`src/hdl/t2art_defines.vh`:
```
`ifndef T2ART_DEFINES_VH
`define T2ART_DEFINES_VH

// ==========================================================================
// Register addresses on the 8-bit register port.
// ==========================================================================
`define T2ART_ADDR_CLOCK_SELECT 8'h8e
`define T2ART_ADDR_CONTROL 8'hc8
`define T2ART_ADDR_RELOAD_LOW 8'hca
`define T2ART_ADDR_RELOAD_HIGH 8'hcb
`define T2ART_ADDR_COUNT_LOW 8'hcc
`define T2ART_ADDR_COUNT_HIGH 8'hcd
`define T2ART_ADDR_IRQ_STATUS 8'hd0
`define T2ART_ADDR_IRQ_MASK 8'hd1
`define T2ART_ADDR_IRQ_ENABLE 8'hd2

// ==========================================================================
// Field positions of the control register.
// ==========================================================================
`define T2ART_CTL_HIGH_OVF 7
`define T2ART_CTL_LOW_OVF 6
`define T2ART_CTL_LOW_IRQ_EN 5
`define T2ART_CTL_CAPTURE_EN 4
`define T2ART_CTL_SPLIT 3
`define T2ART_CTL_RUN 2
`define T2ART_CTL_ALT_CLK 0

// ==========================================================================
// Field positions of the clock select register.
// ==========================================================================
`define T2ART_CKS_HIGH_SEL 5
`define T2ART_CKS_LOW_SEL 4

// ==========================================================================
// Interrupt status and mask bits (same layout).
// ==========================================================================
`define T2ART_IRQ_HIGH 0
`define T2ART_IRQ_LOW 1
`define T2ART_IRQ_CAPTURE 2

// ==========================================================================
// Reset values and divider counts.
// ==========================================================================
`define T2ART_RESET_BYTE 8'h00
`define T2ART_RESET_IRQ 3'h0
`define T2ART_SYS_DIVIDE 4'hc
`define T2ART_EXT_DIVIDE 4'h8

`endif

```
`src/hdl/t2art_prescale.v`:
```
`timescale 1ns/10ps
`include "t2art_defines.vh"

// ==========================================================================
// System clock divide-by-twelve tick generator.
// ==========================================================================
module t2art_prescale (
  input wire ref_clk_in,
  input wire rst_in,
  input wire ce_in,
  output wire tick_out
);

  // Free running cycle counter, wraps after twelve enabled cycles.
  reg [3:0] div_count;

  // The tick is high on the last cycle of each group of twelve.
  assign tick_out = (div_count == (`T2ART_SYS_DIVIDE - 4'h1));

  // Count enabled system clock cycles.
  always @(posedge ref_clk_in or posedge rst_in) begin
    if (rst_in) begin
      div_count <= 4'h0;
    end else if (ce_in) begin
      if (tick_out) begin
        div_count <= 4'h0;
      end else begin
        div_count <= div_count + 4'h1;
      end
    end
  end

endmodule // t2art_prescale

```
`src/hdl/t2art_ext_tick.v`:
```
`timescale 1ns/10ps
`include "t2art_defines.vh"

// ==========================================================================
// External oscillator divide-by-eight, brought into the system clock domain.
// ==========================================================================
module t2art_ext_tick (
  input wire ref_clk_in,
  input wire rst_in,
  input wire ce_in,
  input wire ext_osc_in,
  output wire tick_out
);

  // Two-stage synchroniser; only the second stage is looked at.
  reg sync_first;
  reg sync_second;
  // Previous synchronised level, for rising edge detection.
  reg sync_prev;
  // Counts synchronised rising edges of the oscillator.
  reg [2:0] edge_count;

  // Rising edge of the synchronised oscillator.
  wire osc_rise;

  assign osc_rise = sync_second & ~sync_prev;
  // One tick per eight oscillator periods, one system cycle wide.
  assign tick_out = osc_rise & (edge_count == 3'h7);

  // Synchronise, then divide by eight. The oscillator must stay well below
  // half the system clock or edges will be lost in the synchroniser.
  always @(posedge ref_clk_in or posedge rst_in) begin
    if (rst_in) begin
      sync_first <= 1'b0;
      sync_second <= 1'b0;
      sync_prev <= 1'b0;
      edge_count <= 3'h0;
    end else if (ce_in) begin
      sync_first <= ext_osc_in;
      sync_second <= sync_first;
      sync_prev <= sync_second;
      if (osc_rise) begin
        edge_count <= edge_count + 3'h1;
      end
    end
  end

endmodule // t2art_ext_tick

```
`src/hdl/t2art_timer.v`:
```
// Function
// - Count is low and high byte registers.
// - 16-bit rollover loads reload pair, sets high flag.
// - Split mode: two 8-bit auto-reload counters.
// - Run gates whole timer, or high byte only.
// - Split byte clocks: system clock or alternate.
// - Low select clocks whole timer unless split.
// - Alternate clock: system /12 or external /8.
// - External /8 synchronised before use.
// - Byte rollovers set low and high flags.
// - Interrupt on high flag, low if enabled.
// - Hardware never clears flags; software does.
// - LFO falling edge captures count into reload, with capture and timer interrupt enabled.
// - Control bit 1 reads zero, ignores writes.
// - High reload byte read/write, resets zero.
//
// Strobed register access is this design's own decision.
`timescale 1ns/10ps
`include "t2art_defines.vh"

// ==========================================================================
// Sixteen-bit auto-reload timer with split eight-bit mode.
// ==========================================================================
module t2art_timer (
  input wire ref_clk_in,
  input wire rst_in,
  input wire ce_in,
  input wire [7:0] addr_in,
  input wire [7:0] wr_data_in,
  input wire wr_in,
  input wire rd_in,
  output reg [7:0] rd_data_out,
  input wire ext_osc_in,
  input wire lfo_in,
  output wire irq_out
);

  // ========================================================================
  // Helper functions
  // ========================================================================

  // Picks a byte's tick: system clock when selected, else the alternate.
  function t2art_pick;
    input sys_sel;
    input alt_sel;
    input div_tick;
    input ext_tick;
    begin
      t2art_pick = sys_sel | (alt_sel ? ext_tick : div_tick);
    end
  endfunction

  // ========================================================================
  // Registers
  // ========================================================================

  // Count bytes and their reload bytes.
  reg [7:0] count_low_byte;
  reg [7:0] count_high_byte;
  reg [7:0] reload_low_byte;
  reg [7:0] reload_high_byte;
  // Control register fields; bit 1 has no storage at all.
  reg high_overflow_flag;
  reg low_overflow_flag;
  reg low_irq_enable;
  reg lfo_capture_enable;
  reg split_select;
  reg run_control;
  reg alt_clock_select;
  // Clock select register fields.
  reg high_byte_clock_select;
  reg low_byte_clock_select;
  // Timer interrupt enable, as seen from the interrupt controller.
  reg timer_irq_enable;
  // Sticky interrupt events and their mask.
  reg [2:0] irq_status;
  reg [2:0] irq_mask;
  // Last sampled low-frequency oscillator level.
  reg lfo_prev;

  // ========================================================================
  // Clock sources
  // ========================================================================

  // Divided tick pulses, one system cycle wide.
  wire div12_tick;
  wire ext8_tick;

  // System clock divided by twelve.
  t2art_prescale u_prescale (
    .ref_clk_in(ref_clk_in),
    .rst_in(rst_in),
    .ce_in(ce_in),
    .tick_out(div12_tick)
  );

  // External oscillator divided by eight, synchronised first.
  t2art_ext_tick u_ext_tick (
    .ref_clk_in(ref_clk_in),
    .rst_in(rst_in),
    .ce_in(ce_in),
    .ext_osc_in(ext_osc_in),
    .tick_out(ext8_tick)
  );

  // Selected ticks for each byte.
  wire low_tick;
  wire high_tick;

  // The low select clocks the whole timer, or the low byte in split mode; the high one only in split mode.
  assign low_tick = t2art_pick(low_byte_clock_select, alt_clock_select,
                               div12_tick, ext8_tick);
  assign high_tick = t2art_pick(high_byte_clock_select, alt_clock_select,
                                div12_tick, ext8_tick);

  // ========================================================================
  // Counter next-state logic
  // ========================================================================

  // Next count bytes and rollover events of this cycle.
  reg [7:0] next_low;
  reg [7:0] next_high;
  reg low_rollover;
  reg high_rollover;

  // Compute the counting step; software writes are applied afterwards.
  always @* begin
    next_low = count_low_byte;
    next_high = count_high_byte;
    low_rollover = 1'b0;
    high_rollover = 1'b0;
    if (!split_select) begin
      // Whole timer stops when run is low.
      if (run_control && low_tick) begin
        if ({count_high_byte, count_low_byte} == 16'hffff) begin
          next_low = reload_low_byte;
          next_high = reload_high_byte;
          low_rollover = 1'b1;
          high_rollover = 1'b1;
        end else begin
          {next_high, next_low} = {count_high_byte, count_low_byte} + 16'h0001;
          low_rollover = (count_low_byte == 8'hff);
        end
      end
    end else begin
      // Low byte runs continuously in split mode.
      if (low_tick) begin
        if (count_low_byte == 8'hff) begin
          next_low = reload_low_byte;
          low_rollover = 1'b1;
        end else begin
          next_low = count_low_byte + 8'h01;
        end
      end
      // High byte is gated by run control only.
      if (run_control && high_tick) begin
        if (count_high_byte == 8'hff) begin
          next_high = reload_high_byte;
          high_rollover = 1'b1;
        end else begin
          next_high = count_high_byte + 8'h01;
        end
      end
    end
  end

  // ========================================================================
  // Register access decode
  // ========================================================================

  // Write strobes per register.
  wire wr_control;
  wire wr_clock_select;
  wire wr_reload_low;
  wire wr_reload_high;
  wire wr_count_low;
  wire wr_count_high;
  wire wr_irq_status;
  wire wr_irq_mask;
  wire wr_irq_enable;
  // Capture event: falling LFO edge with capture and interrupts enabled.
  wire capture_event;

  assign wr_control = wr_in && (addr_in == `T2ART_ADDR_CONTROL);
  assign wr_clock_select = wr_in && (addr_in == `T2ART_ADDR_CLOCK_SELECT);
  assign wr_reload_low = wr_in && (addr_in == `T2ART_ADDR_RELOAD_LOW);
  assign wr_reload_high = wr_in && (addr_in == `T2ART_ADDR_RELOAD_HIGH);
  assign wr_count_low = wr_in && (addr_in == `T2ART_ADDR_COUNT_LOW);
  assign wr_count_high = wr_in && (addr_in == `T2ART_ADDR_COUNT_HIGH);
  assign wr_irq_status = wr_in && (addr_in == `T2ART_ADDR_IRQ_STATUS);
  assign wr_irq_mask = wr_in && (addr_in == `T2ART_ADDR_IRQ_MASK);
  assign wr_irq_enable = wr_in && (addr_in == `T2ART_ADDR_IRQ_ENABLE);
  assign capture_event = lfo_prev && !lfo_in && lfo_capture_enable
                         && timer_irq_enable;

  // ========================================================================
  // Counter and reload storage
  // ========================================================================

  // A software write beats the counting step, so a loaded value reads back as written.
  always @(posedge ref_clk_in or posedge rst_in) begin
    if (rst_in) begin
      count_low_byte <= `T2ART_RESET_BYTE;
      count_high_byte <= `T2ART_RESET_BYTE;
    end else if (ce_in) begin
      if (wr_count_low) begin
        count_low_byte <= wr_data_in;
      end else begin
        count_low_byte <= next_low;
      end
      if (wr_count_high) begin
        count_high_byte <= wr_data_in;
      end else begin
        count_high_byte <= next_high;
      end
    end
  end

  // Reload bytes: a capture beats a software write in the same cycle, since
  // the captured count is a hardware event that would otherwise be lost.
  always @(posedge ref_clk_in or posedge rst_in) begin
    if (rst_in) begin
      reload_low_byte <= `T2ART_RESET_BYTE;
      reload_high_byte <= `T2ART_RESET_BYTE;
      lfo_prev <= 1'b0;
    end else if (ce_in) begin
      lfo_prev <= lfo_in;
      if (capture_event) begin
        reload_low_byte <= count_low_byte;
        reload_high_byte <= count_high_byte;
      end else begin
        if (wr_reload_low) begin
          reload_low_byte <= wr_data_in;
        end
        if (wr_reload_high) begin
          reload_high_byte <= wr_data_in;
        end
      end
    end
  end

  // ========================================================================
  // Control, clock select and interrupt registers
  // ========================================================================

  // Overflow flags are set by hardware and cleared only by software; a set
  // in the same cycle as a clearing write wins.
  always @(posedge ref_clk_in or posedge rst_in) begin
    if (rst_in) begin
      high_overflow_flag <= 1'b0;
      low_overflow_flag <= 1'b0;
      low_irq_enable <= 1'b0;
      lfo_capture_enable <= 1'b0;
      split_select <= 1'b0;
      run_control <= 1'b0;
      alt_clock_select <= 1'b0;
      high_byte_clock_select <= 1'b0;
      low_byte_clock_select <= 1'b0;
      timer_irq_enable <= 1'b0;
      irq_mask <= `T2ART_RESET_IRQ;
    end else if (ce_in) begin
      if (wr_control) begin
        // Bit 1 is simply not stored.
        low_irq_enable <= wr_data_in[`T2ART_CTL_LOW_IRQ_EN];
        lfo_capture_enable <= wr_data_in[`T2ART_CTL_CAPTURE_EN];
        split_select <= wr_data_in[`T2ART_CTL_SPLIT];
        run_control <= wr_data_in[`T2ART_CTL_RUN];
        alt_clock_select <= wr_data_in[`T2ART_CTL_ALT_CLK];
      end
      high_overflow_flag <= high_rollover
        | (wr_control ? wr_data_in[`T2ART_CTL_HIGH_OVF] : high_overflow_flag);
      low_overflow_flag <= low_rollover
        | (wr_control ? wr_data_in[`T2ART_CTL_LOW_OVF] : low_overflow_flag);
      if (wr_clock_select) begin
        high_byte_clock_select <= wr_data_in[`T2ART_CKS_HIGH_SEL];
        low_byte_clock_select <= wr_data_in[`T2ART_CKS_LOW_SEL];
      end
      if (wr_irq_mask) begin
        irq_mask <= wr_data_in[2:0];
      end
      if (wr_irq_enable) begin
        timer_irq_enable <= wr_data_in[0];
      end
    end
  end

  // Sticky event bits, cleared by writing one; a new event wins the clear.
  always @(posedge ref_clk_in or posedge rst_in) begin
    if (rst_in) begin
      irq_status <= `T2ART_RESET_IRQ;
    end else if (ce_in) begin
      irq_status <= (irq_status & ~(wr_irq_status ? wr_data_in[2:0] : 3'h0))
                    | {capture_event, low_rollover, high_rollover};
    end
  end

  // Interrupt request: unmasked high and capture events, unmasked low events only
  // when the low byte interrupt is enabled, all behind the timer interrupt enable.
  assign irq_out = timer_irq_enable
    & ((irq_status[`T2ART_IRQ_HIGH] & irq_mask[`T2ART_IRQ_HIGH])
    | (irq_status[`T2ART_IRQ_LOW] & irq_mask[`T2ART_IRQ_LOW] & low_irq_enable)
    | (irq_status[`T2ART_IRQ_CAPTURE] & irq_mask[`T2ART_IRQ_CAPTURE]));

  // ========================================================================
  // Read port
  // ========================================================================

  // Read data stand for one cycle after the strobe and are zero otherwise;
  // unmapped addresses read zero.
  always @(posedge ref_clk_in or posedge rst_in) begin
    if (rst_in) begin
      rd_data_out <= 8'h00;
    end else if (ce_in) begin
      rd_data_out <= 8'h00;
      if (rd_in) begin
        case (addr_in)
          `T2ART_ADDR_CONTROL: begin
            rd_data_out <= {high_overflow_flag, low_overflow_flag, low_irq_enable,
                            lfo_capture_enable, split_select, run_control,
                            1'b0, alt_clock_select};
          end
          `T2ART_ADDR_CLOCK_SELECT:
            rd_data_out <= {2'b00, high_byte_clock_select, low_byte_clock_select, 4'h0};
          `T2ART_ADDR_RELOAD_LOW: rd_data_out <= reload_low_byte;
          `T2ART_ADDR_RELOAD_HIGH: rd_data_out <= reload_high_byte;
          `T2ART_ADDR_COUNT_LOW: rd_data_out <= count_low_byte;
          `T2ART_ADDR_COUNT_HIGH: rd_data_out <= count_high_byte;
          `T2ART_ADDR_IRQ_STATUS: rd_data_out <= {5'h00, irq_status};
          `T2ART_ADDR_IRQ_MASK: rd_data_out <= {5'h00, irq_mask};
          `T2ART_ADDR_IRQ_ENABLE: rd_data_out <= {7'h00, timer_irq_enable};
          default: rd_data_out <= 8'h00;
        endcase
      end
    end
  end

endmodule // t2art_timer

```
`config.mk`:
```
export PLATFORM = sky130hd
export DESIGN_NAME = t2art_timer
export DESIGN_NICKNAME = d
export VERILOG_FILES = /design/src/hdl/t2art_prescale.v /design/src/hdl/t2art_ext_tick.v /design/src/hdl/t2art_timer.v
export VERILOG_INCLUDE_DIRS = /design/src /design/src/hdl
export SDC_FILE = /design/constraint.sdc
export NUM_CORES = 1
export LEC_CHECK = 0
export ABC_AREA = 1
export BUFFER_PORTS_ARGS = -buffer_cell sky130_fd_sc_hd__buf_2
export CAP_MARGIN = 20
export CORE_MARGIN = 3
export CORE_UTILIZATION = 55
export DETAILED_ROUTE_END_ITERATION = 16
export MAX_ROUTING_LAYER = met4
export PLACE_DENSITY = 0.75
export SYNTH_ARGS = -nofsm -noshare
export SYNTH_HDL_FRONTEND = slang
export SYNTH_SLANG_ARGS = --single-unit
```
`constraint.sdc`:
```
create_clock -name ref_clk_in -period 2.7 [get_ports ref_clk_in]
set_input_delay 0.405 -clock ref_clk_in [delete_from_list [all_inputs] [get_ports ref_clk_in]]
set_output_delay 0.405 -clock ref_clk_in [all_outputs]
set_load 0.01 [all_outputs]
```
==> impl_metrics.tcl, run 1 <==
set metrics [dict create \
    diodes 0 \
    period_needed_ns 2.00 \
    rr_worst_depth 10 \
    cp-end-kind "register" \
    switching_share_pct 32.6 \
    avgSynthCellArea_um2 6.78 \
    finalMaxSlewViolations 0 \
    hold_buffers 0 \
    crit_fanout 9 \
    die_y_um 96.0 \
    clkTransAtPathRegs_ns 0.08 \
    vias 4496 \
    syn_inst 657 \
    synth_top_area_share_pct 37.6 \
    power.switching_w 0.000841 \
    grt_use_total_pct 32.4 \
    rrSetupSlack_ns 0.70 \
    drt_iter0_drc 468 \
    core_area_um2 7810 \
    irDropWorstVdd_v 0.000415 \
    dpl_cell_area_um2 4680 \
    tns_ns 0 \
    antenna_found_initial 0 \
    crit_type "register to register" \
    cts_buffers 9 \
    period_share_pct 74.2 \
    drive_above_1_share_pct 12.0 \
    post-cts-setup-buffer-count 0 \
    syn-num-nets 685 \
    hold_viol_final 0 \
    r2r_start "count_high_byte[0]$_DFFE_PP0P_" \
    ys_warn_count 0 \
    p_per_area_nw_per_um2 529 \
    cp_slowest_cell "dfrtp_1" \
    synth_commonest_cells "nand2_1 (216), inv_1 (76), nor2_1 (74)" \
    nNetsFinal 716 \
    cp.arrival_ns 2.28 \
    slowest_delay_ns 0.53 \
    cts.sinks 67 \
    crit_family "simple AND/OR/NAND/NOR gates" \
    clock-root-buffer "clkbuf_8" \
    synthFlopType "dfrtp_1" \
    synth_cell_types 37 \
    place_congestion 0.995 \
    die_w_um 96.0 \
    async_flop_share_pct 100 \
    skew_ns 0.00945 \
    cellInternalPower_w 0.00174 \
    fin_area_um2 4880 \
    ioPinCount 32 \
    status "finished, final reports clean" \
    portBuffers 31 \
    routed_via_density 5.66 \
    cp.buffers_inverters 1 \
    finalWirelength_um 13400 \
    cts_max_level 3 \
    hp-class "primary input to async pin" \
    drtPass1Iterations 5 \
    rsz0062_at_grt "false" \
    yosysSeqAreaShare_pct 37.6 \
    startpoint_type "register" \
    grt_pass1_wl_um 21600 \
    crit_required_ns 2.98 \
    p_leak_nw 2.66 \
    synth_edf_count 0 \
    rows 32 \
    wl_per_cell_um 16.9 \
    grt_max_degree 31 \
    dpl.hpwl_um 10300 \
    ys_ff_latch 67 \
    die-area_um2 9220 \
    seqPwrFrac_pct 47.7 \
    worstSkewPairLatency_ns 0.35 \
    comb_power_share_pct 19.0 \
    yosysTopAreaCell "dfrtp_1" \
    timing.rr.end "count_low_byte[6]$_DFFE_PP0P_" \
    fmaxAchievable_mhz 499 \
    cts_tree "done" \
    ctsLongestPathBuffers 2 \
    setup_violations 0 \
    grt_overflow 0 \
    cp_cell_sequence "ha_1 > nand2_4 > nor2_4 > nand2_4 > a21oi_4 > buf_4 > nand2_1 > nand3_1 > nand3_1 > o21ai_1" \
    cts.repair.resized 0 \
    ant_nets 0 \
    maxCapViolCount 0 \
    clock_power_share_pct 33.3 \
    syn_area_um2 4460 \
    remaining_drc_errors 0 \
    slew_headroom_pct 54.3 \
    area_delta_synth_final_pct 9.40 \
    synth_area_leaders "dfrtp_1 (38%), nand2_1 (18%), nand3_1 (6.9%)" \
    start_util_pct 57.1 \
    synth_most_common_cell "nand2_1" \
    first_global_vias 4185 \
    worst-slew-pin-transition_ns 0.684 \
]
## worst max-delay path by stage
stage	startpoint	end	slack, ns	depth (start not counted)
after floorplan	rst_in	alt_clock_select$_DFFE_PP0P_	0.61	1
after global placement	addr_in[4]	count_high_byte[4]$_DFFE_PP0P_	0.52	9
after detailed placement	addr_in[4]	count_high_byte[4]$_DFFE_PP0P_	0.50	9
after CTS	count_high_byte[0]$_DFFE_PP0P_	count_low_byte[4]$_DFFE_PP0P_	0.74	10
after global routing	count_high_byte[0]$_DFFE_PP0P_	count_low_byte[4]$_DFFE_PP0P_	0.56	10
final	count_high_byte[0]$_DFFE_PP0P_	count_low_byte[6]$_DFFE_PP0P_	0.70	10
## final cells by class
| class | count | area [µm²] |
|---|---|---|
| fill | 757 | 2930 |
| multi-input combinational | 496 | 2390 |
| sequential | 67 | 1680 |
| inverter | 79 | 302 |
| timing repair buffer | 35 | 185 |
| clock buffer | 11 | 141 |
| tap | 102 | 128 |
| clock inverter | 5 | 52.6 |
## metrics by stage
step	power, W	utilization [%]	instances	hold WS [ns]	setup WS [ns]
after floorplan	0.00158	-	657	0.442	0.612
after global placement	0.00172	60.0	779	0.459	0.524
after detailed placement	0.00173	60.0	779	0.465	0.505
after CTS	0.00259	62.5	795	0.165	0.743
after global routing	0.00273	62.5	795	0.190	0.564
final	0.00258	62.5	795	0.149	0.697
## cells by family (layout without fill, tap and decap cells)
group | count (synthesis) | count (layout) | share of synthesized area, %
AO/OA/AOI/OAI | 90 | 90 | 11.9
XOR/XNOR | 7 | 7 | 1.38
adder cells (fa/ha/maj) | 5 | 5 | 1.40
buffers and inverters | 94 | 130 | 8.73
flip-flops | 67 | 67 | 37.6
multiplexers | 2 | 2 | 0.505
AND/OR/NAND/NOR | 392 | 392 | 38.5
## flip-flops by register name, summed over array words and instances, names as in the netlist, 3 cells and up
register / flops
irq_status: 3
reload_low_byte: 8
reload_high_byte: 8
u_prescale.div_count: 4
u_ext_tick.edge_count: 3
irq_mask: 3
rd_data_out: 8
count_high_byte: 8
count_low_byte: 8
## power groups by stage
| stage | combinational (W) | sequential (W) | clock, W |
|---|---|---|---|
| 2_1_floorplan | 0.000377 | 0.00120 | 0 |
| 3_3_place_gp | 0.000474 | 0.00124 | 0 |
| 3_5_place_dp | 0.000486 | 0.00125 | 0 |
| 4_1_cts | 0.000489 | 0.00123 | 0.000870 |
| 5_1_grt | 0.000564 | 0.00125 | 0.000916 |
| 6_report | 0.000490 | 0.00123 | 0.000860 |
## per-layer routing
metal | routed length [µm] | part of all wire (%) | global-route usage (%)
met3 | 1070 | 8.0 | 4.93
met1 | 5800 | 43 | 43.5
met4 | 467 | 3.5 | 14.6
met2 | 6090 | 45 | 48.3
met5 | 0 | 0 | -
## placed cells by master (no fill, tap or decap), types with 4 or more instances in the layout
| cell | netlist | layout |
|---|---|---|
| o22ai_1 | 9 | 9 |
| nand3_1 | 61 | 61 |
| nand4_1 | 12 | 12 |
| nand2_1 | 216 | 216 |
| nand2_4 | 4 | 4 |
| dfrtp_1 | 67 | 67 |
| o21ai_1 | 16 | 16 |
| a31oi_1 | 5 | 5 |
| nor2_4 | 4 | 4 |
| buf_2 | 4 | 31 |
| nand2_2 | 7 | 7 |
| ha_1 | 5 | 5 |
| xor2_1 | 4 | 4 |
| inv_1 | 76 | 75 |
| nor2_1 | 74 | 74 |
| clkbuf_8 | 0 | 10 |
| nor3_1 | 4 | 4 |
| buf_4 | 4 | 4 |
| o21ai_0 | 42 | 42 |
| a21oi_1 | 8 | 8 |
Note: power is estimated with default switching activity, not from simulation.
==> run 2: changes to the inputs <==
PLACE_DENSITY = 0.78   (was 0.75)
clock period = 1.7 ns   (was 2.7 ns; I/O delays follow)
==> impl_metrics.tcl, run 2 (synthesized netlist as in run 1, its figures left out) <==
set metrics [dict create \
    clock-root-buffer "clkbuf_8" \
    rsz0062_at_grt "true" \
    cp.arrival_ns 1.96 \
    cellInternalPower_w 0.00286 \
    setup_violations 0 \
    die_y_um 96.0 \
    skew_ns 0.00903 \
    period_share_pct 99.4 \
    layout_common_cells "nand2_1 (211), inv_1 (73), nor2_1 (67), dfrtp_1 (67), nand3_1 (55)" \
    maxCapViolCount 0 \
    drive_above_1_share_pct 19.0 \
    worstSkewPairLatency_ns 0.35 \
    layout_commonest_cell "nand2_1" \
    drtPass1Iterations 6 \
    power.switching_w 0.00139 \
    cts_max_level 3 \
    tns_ns 0 \
    ctsLongestPathBuffers 2 \
    switching_share_pct 32.7 \
    remaining_drc_errors 0 \
    hp-class "primary input to register" \
    clkTransAtPathRegs_ns 0.07 \
    ioPinCount 32 \
    finalWirelength_um 13900 \
    finalPower_w 0.00425 \
    seqPwrFrac_pct 45.0 \
    grt_overflow 0 \
    comb_power_share_pct 24.2 \
    period_needed_ns 1.69 \
    first_global_vias 4517 \
    drt_iter0_drc 575 \
    hold_ws_ns 0.118 \
    core_area_um2 7810 \
    status "finished, final reports clean" \
    grt_max_degree 30 \
    p_per_area_nw_per_um2 801 \
    ant_nets 0 \
    grt_use_total_pct 32.6 \
    rows 32 \
    fmaxAchievable_mhz 592 \
    fin_area_um2 5310 \
    cts.sinks 67 \
    die_w_um 96.0 \
    cts_buffers 9 \
    worst-slew-pin-transition_ns 0.497 \
    cts_tree "done" \
    antenna_found_initial 0 \
    crit_fanout 8 \
    nNetsFinal 751 \
    portBuffers 31 \
    setup_ws_ns 0.0101 \
    start_util_pct 57.1 \
    irDropWorstVdd_v 0.000559 \
    crit_type "register to register" \
    grt_pass1_wl_um 22100 \
    clock_power_share_pct 30.9 \
    finalMaxSlewViolations 0 \
    routed_via_density 5.70 \
    die-area_um2 9220 \
    area_delta_synth_final_pct 19.1 \
    hold_viol_final 0 \
    pre_cts_slack_ns -0.0203 \
    wl_per_cell_um 16.7 \
    startpoint_type "register" \
    diodes 0 \
    vias 4727 \
    dpl_cell_area_um2 4950 \
    p_leak_nw 2.85 \
    dpl.hpwl_um 10500 \
    slew_headroom_pct 66.8 \
    cp-end-kind "register" \
    place_congestion 0.967 \
    crit_required_ns 1.97 \
]
[run 2: area by class of cell]
type                            instances  area (µm²)
Timing Repair Buffer                   70         529
Tap cell                              102         128
Inverter                               79         305
Multi-Input combinational cell        496        2480
Sequential cell                        67        1680
Clock inverter                          4        51.3
Fill cell                             702        2500
Clock buffer                           12         135
[run 2: layer usage]
layer  track usage [%]  vias up  part of all wire (%)
met5                 -        -                     0
met4              17.5        0                   5.0
met3              5.71       56                   9.3
met2              47.9      260                    44
met1              42.7     2164                    42
li1                  -     2247                     -
[run 2: worst paths after layout]
path,end,start,depth (start not counted),slack (ns)
max,count_low_byte[6]$_DFFE_PP0P_,u_ext_tick.edge_count[0]$_DFFE_PP0P_,10,0.01
min,u_ext_tick.sync_first$_DFFE_PP0P_,ext_osc_in,3,0.12
max reg2reg,count_low_byte[6]$_DFFE_PP0P_,u_ext_tick.edge_count[0]$_DFFE_PP0P_,10,0.01
min reg2reg,rd_data_out[4]$_DFFE_PP0P_,rd_data_out[4]$_DFFE_PP0P_,2,0.48
max in group asynchronous,reload_high_byte[1]$_DFFE_PP0P_,rst_in,4,0.71
min in group asynchronous,rd_data_out[3]$_DFFE_PP0P_,rst_in,3,0.48
[run 2: critical path, stage by stage, from the launching register on]
cell     delay (ns)
dfrtp_1        0.36
ha_2           0.18
ha_1           0.13
nand4_1        0.13
nand3_2        0.13
o21ai_1        0.07
buf_4          0.15
a21oi_4        0.16
buf_12         0.14
nand3_2        0.08
o21ai_1        0.08
[run 2: repair_timing]
item / CTS / global route
gates resized for setup: 3 / 26
setup buffers: 1 / 5
pin swaps: 1 / 12
hold buffers: 1 / 0
endpoints found under the setup margin: 6 / 18
hold endpoints to repair: 19 / 0
[run 2: power by group through the flow]
| stage | Sequential [W] | Combinational (W) | Clock, W |
|---|---|---|---|
| after global routing | 0.00193 | 0.00114 | 0.00141 |
| after floorplan | 0.00191 | 0.000599 | 0 |
| after global placement | 0.00191 | 0.000926 | 0 |
| after CTS | 0.00190 | 0.000971 | 0.00133 |
| after detailed placement | 0.00193 | 0.000962 | 0 |
| final | 0.00191 | 0.00103 | 0.00131 |
[run 2: stage by stage]
stage          util [%]  cells
3_5_place_dp       63.3    807
3_3_place_gp       63.3    807
4_1_cts            66.3    825
5_1_grt            68.0    830
2_1_floorplan         -    657
6_report           68.0    830
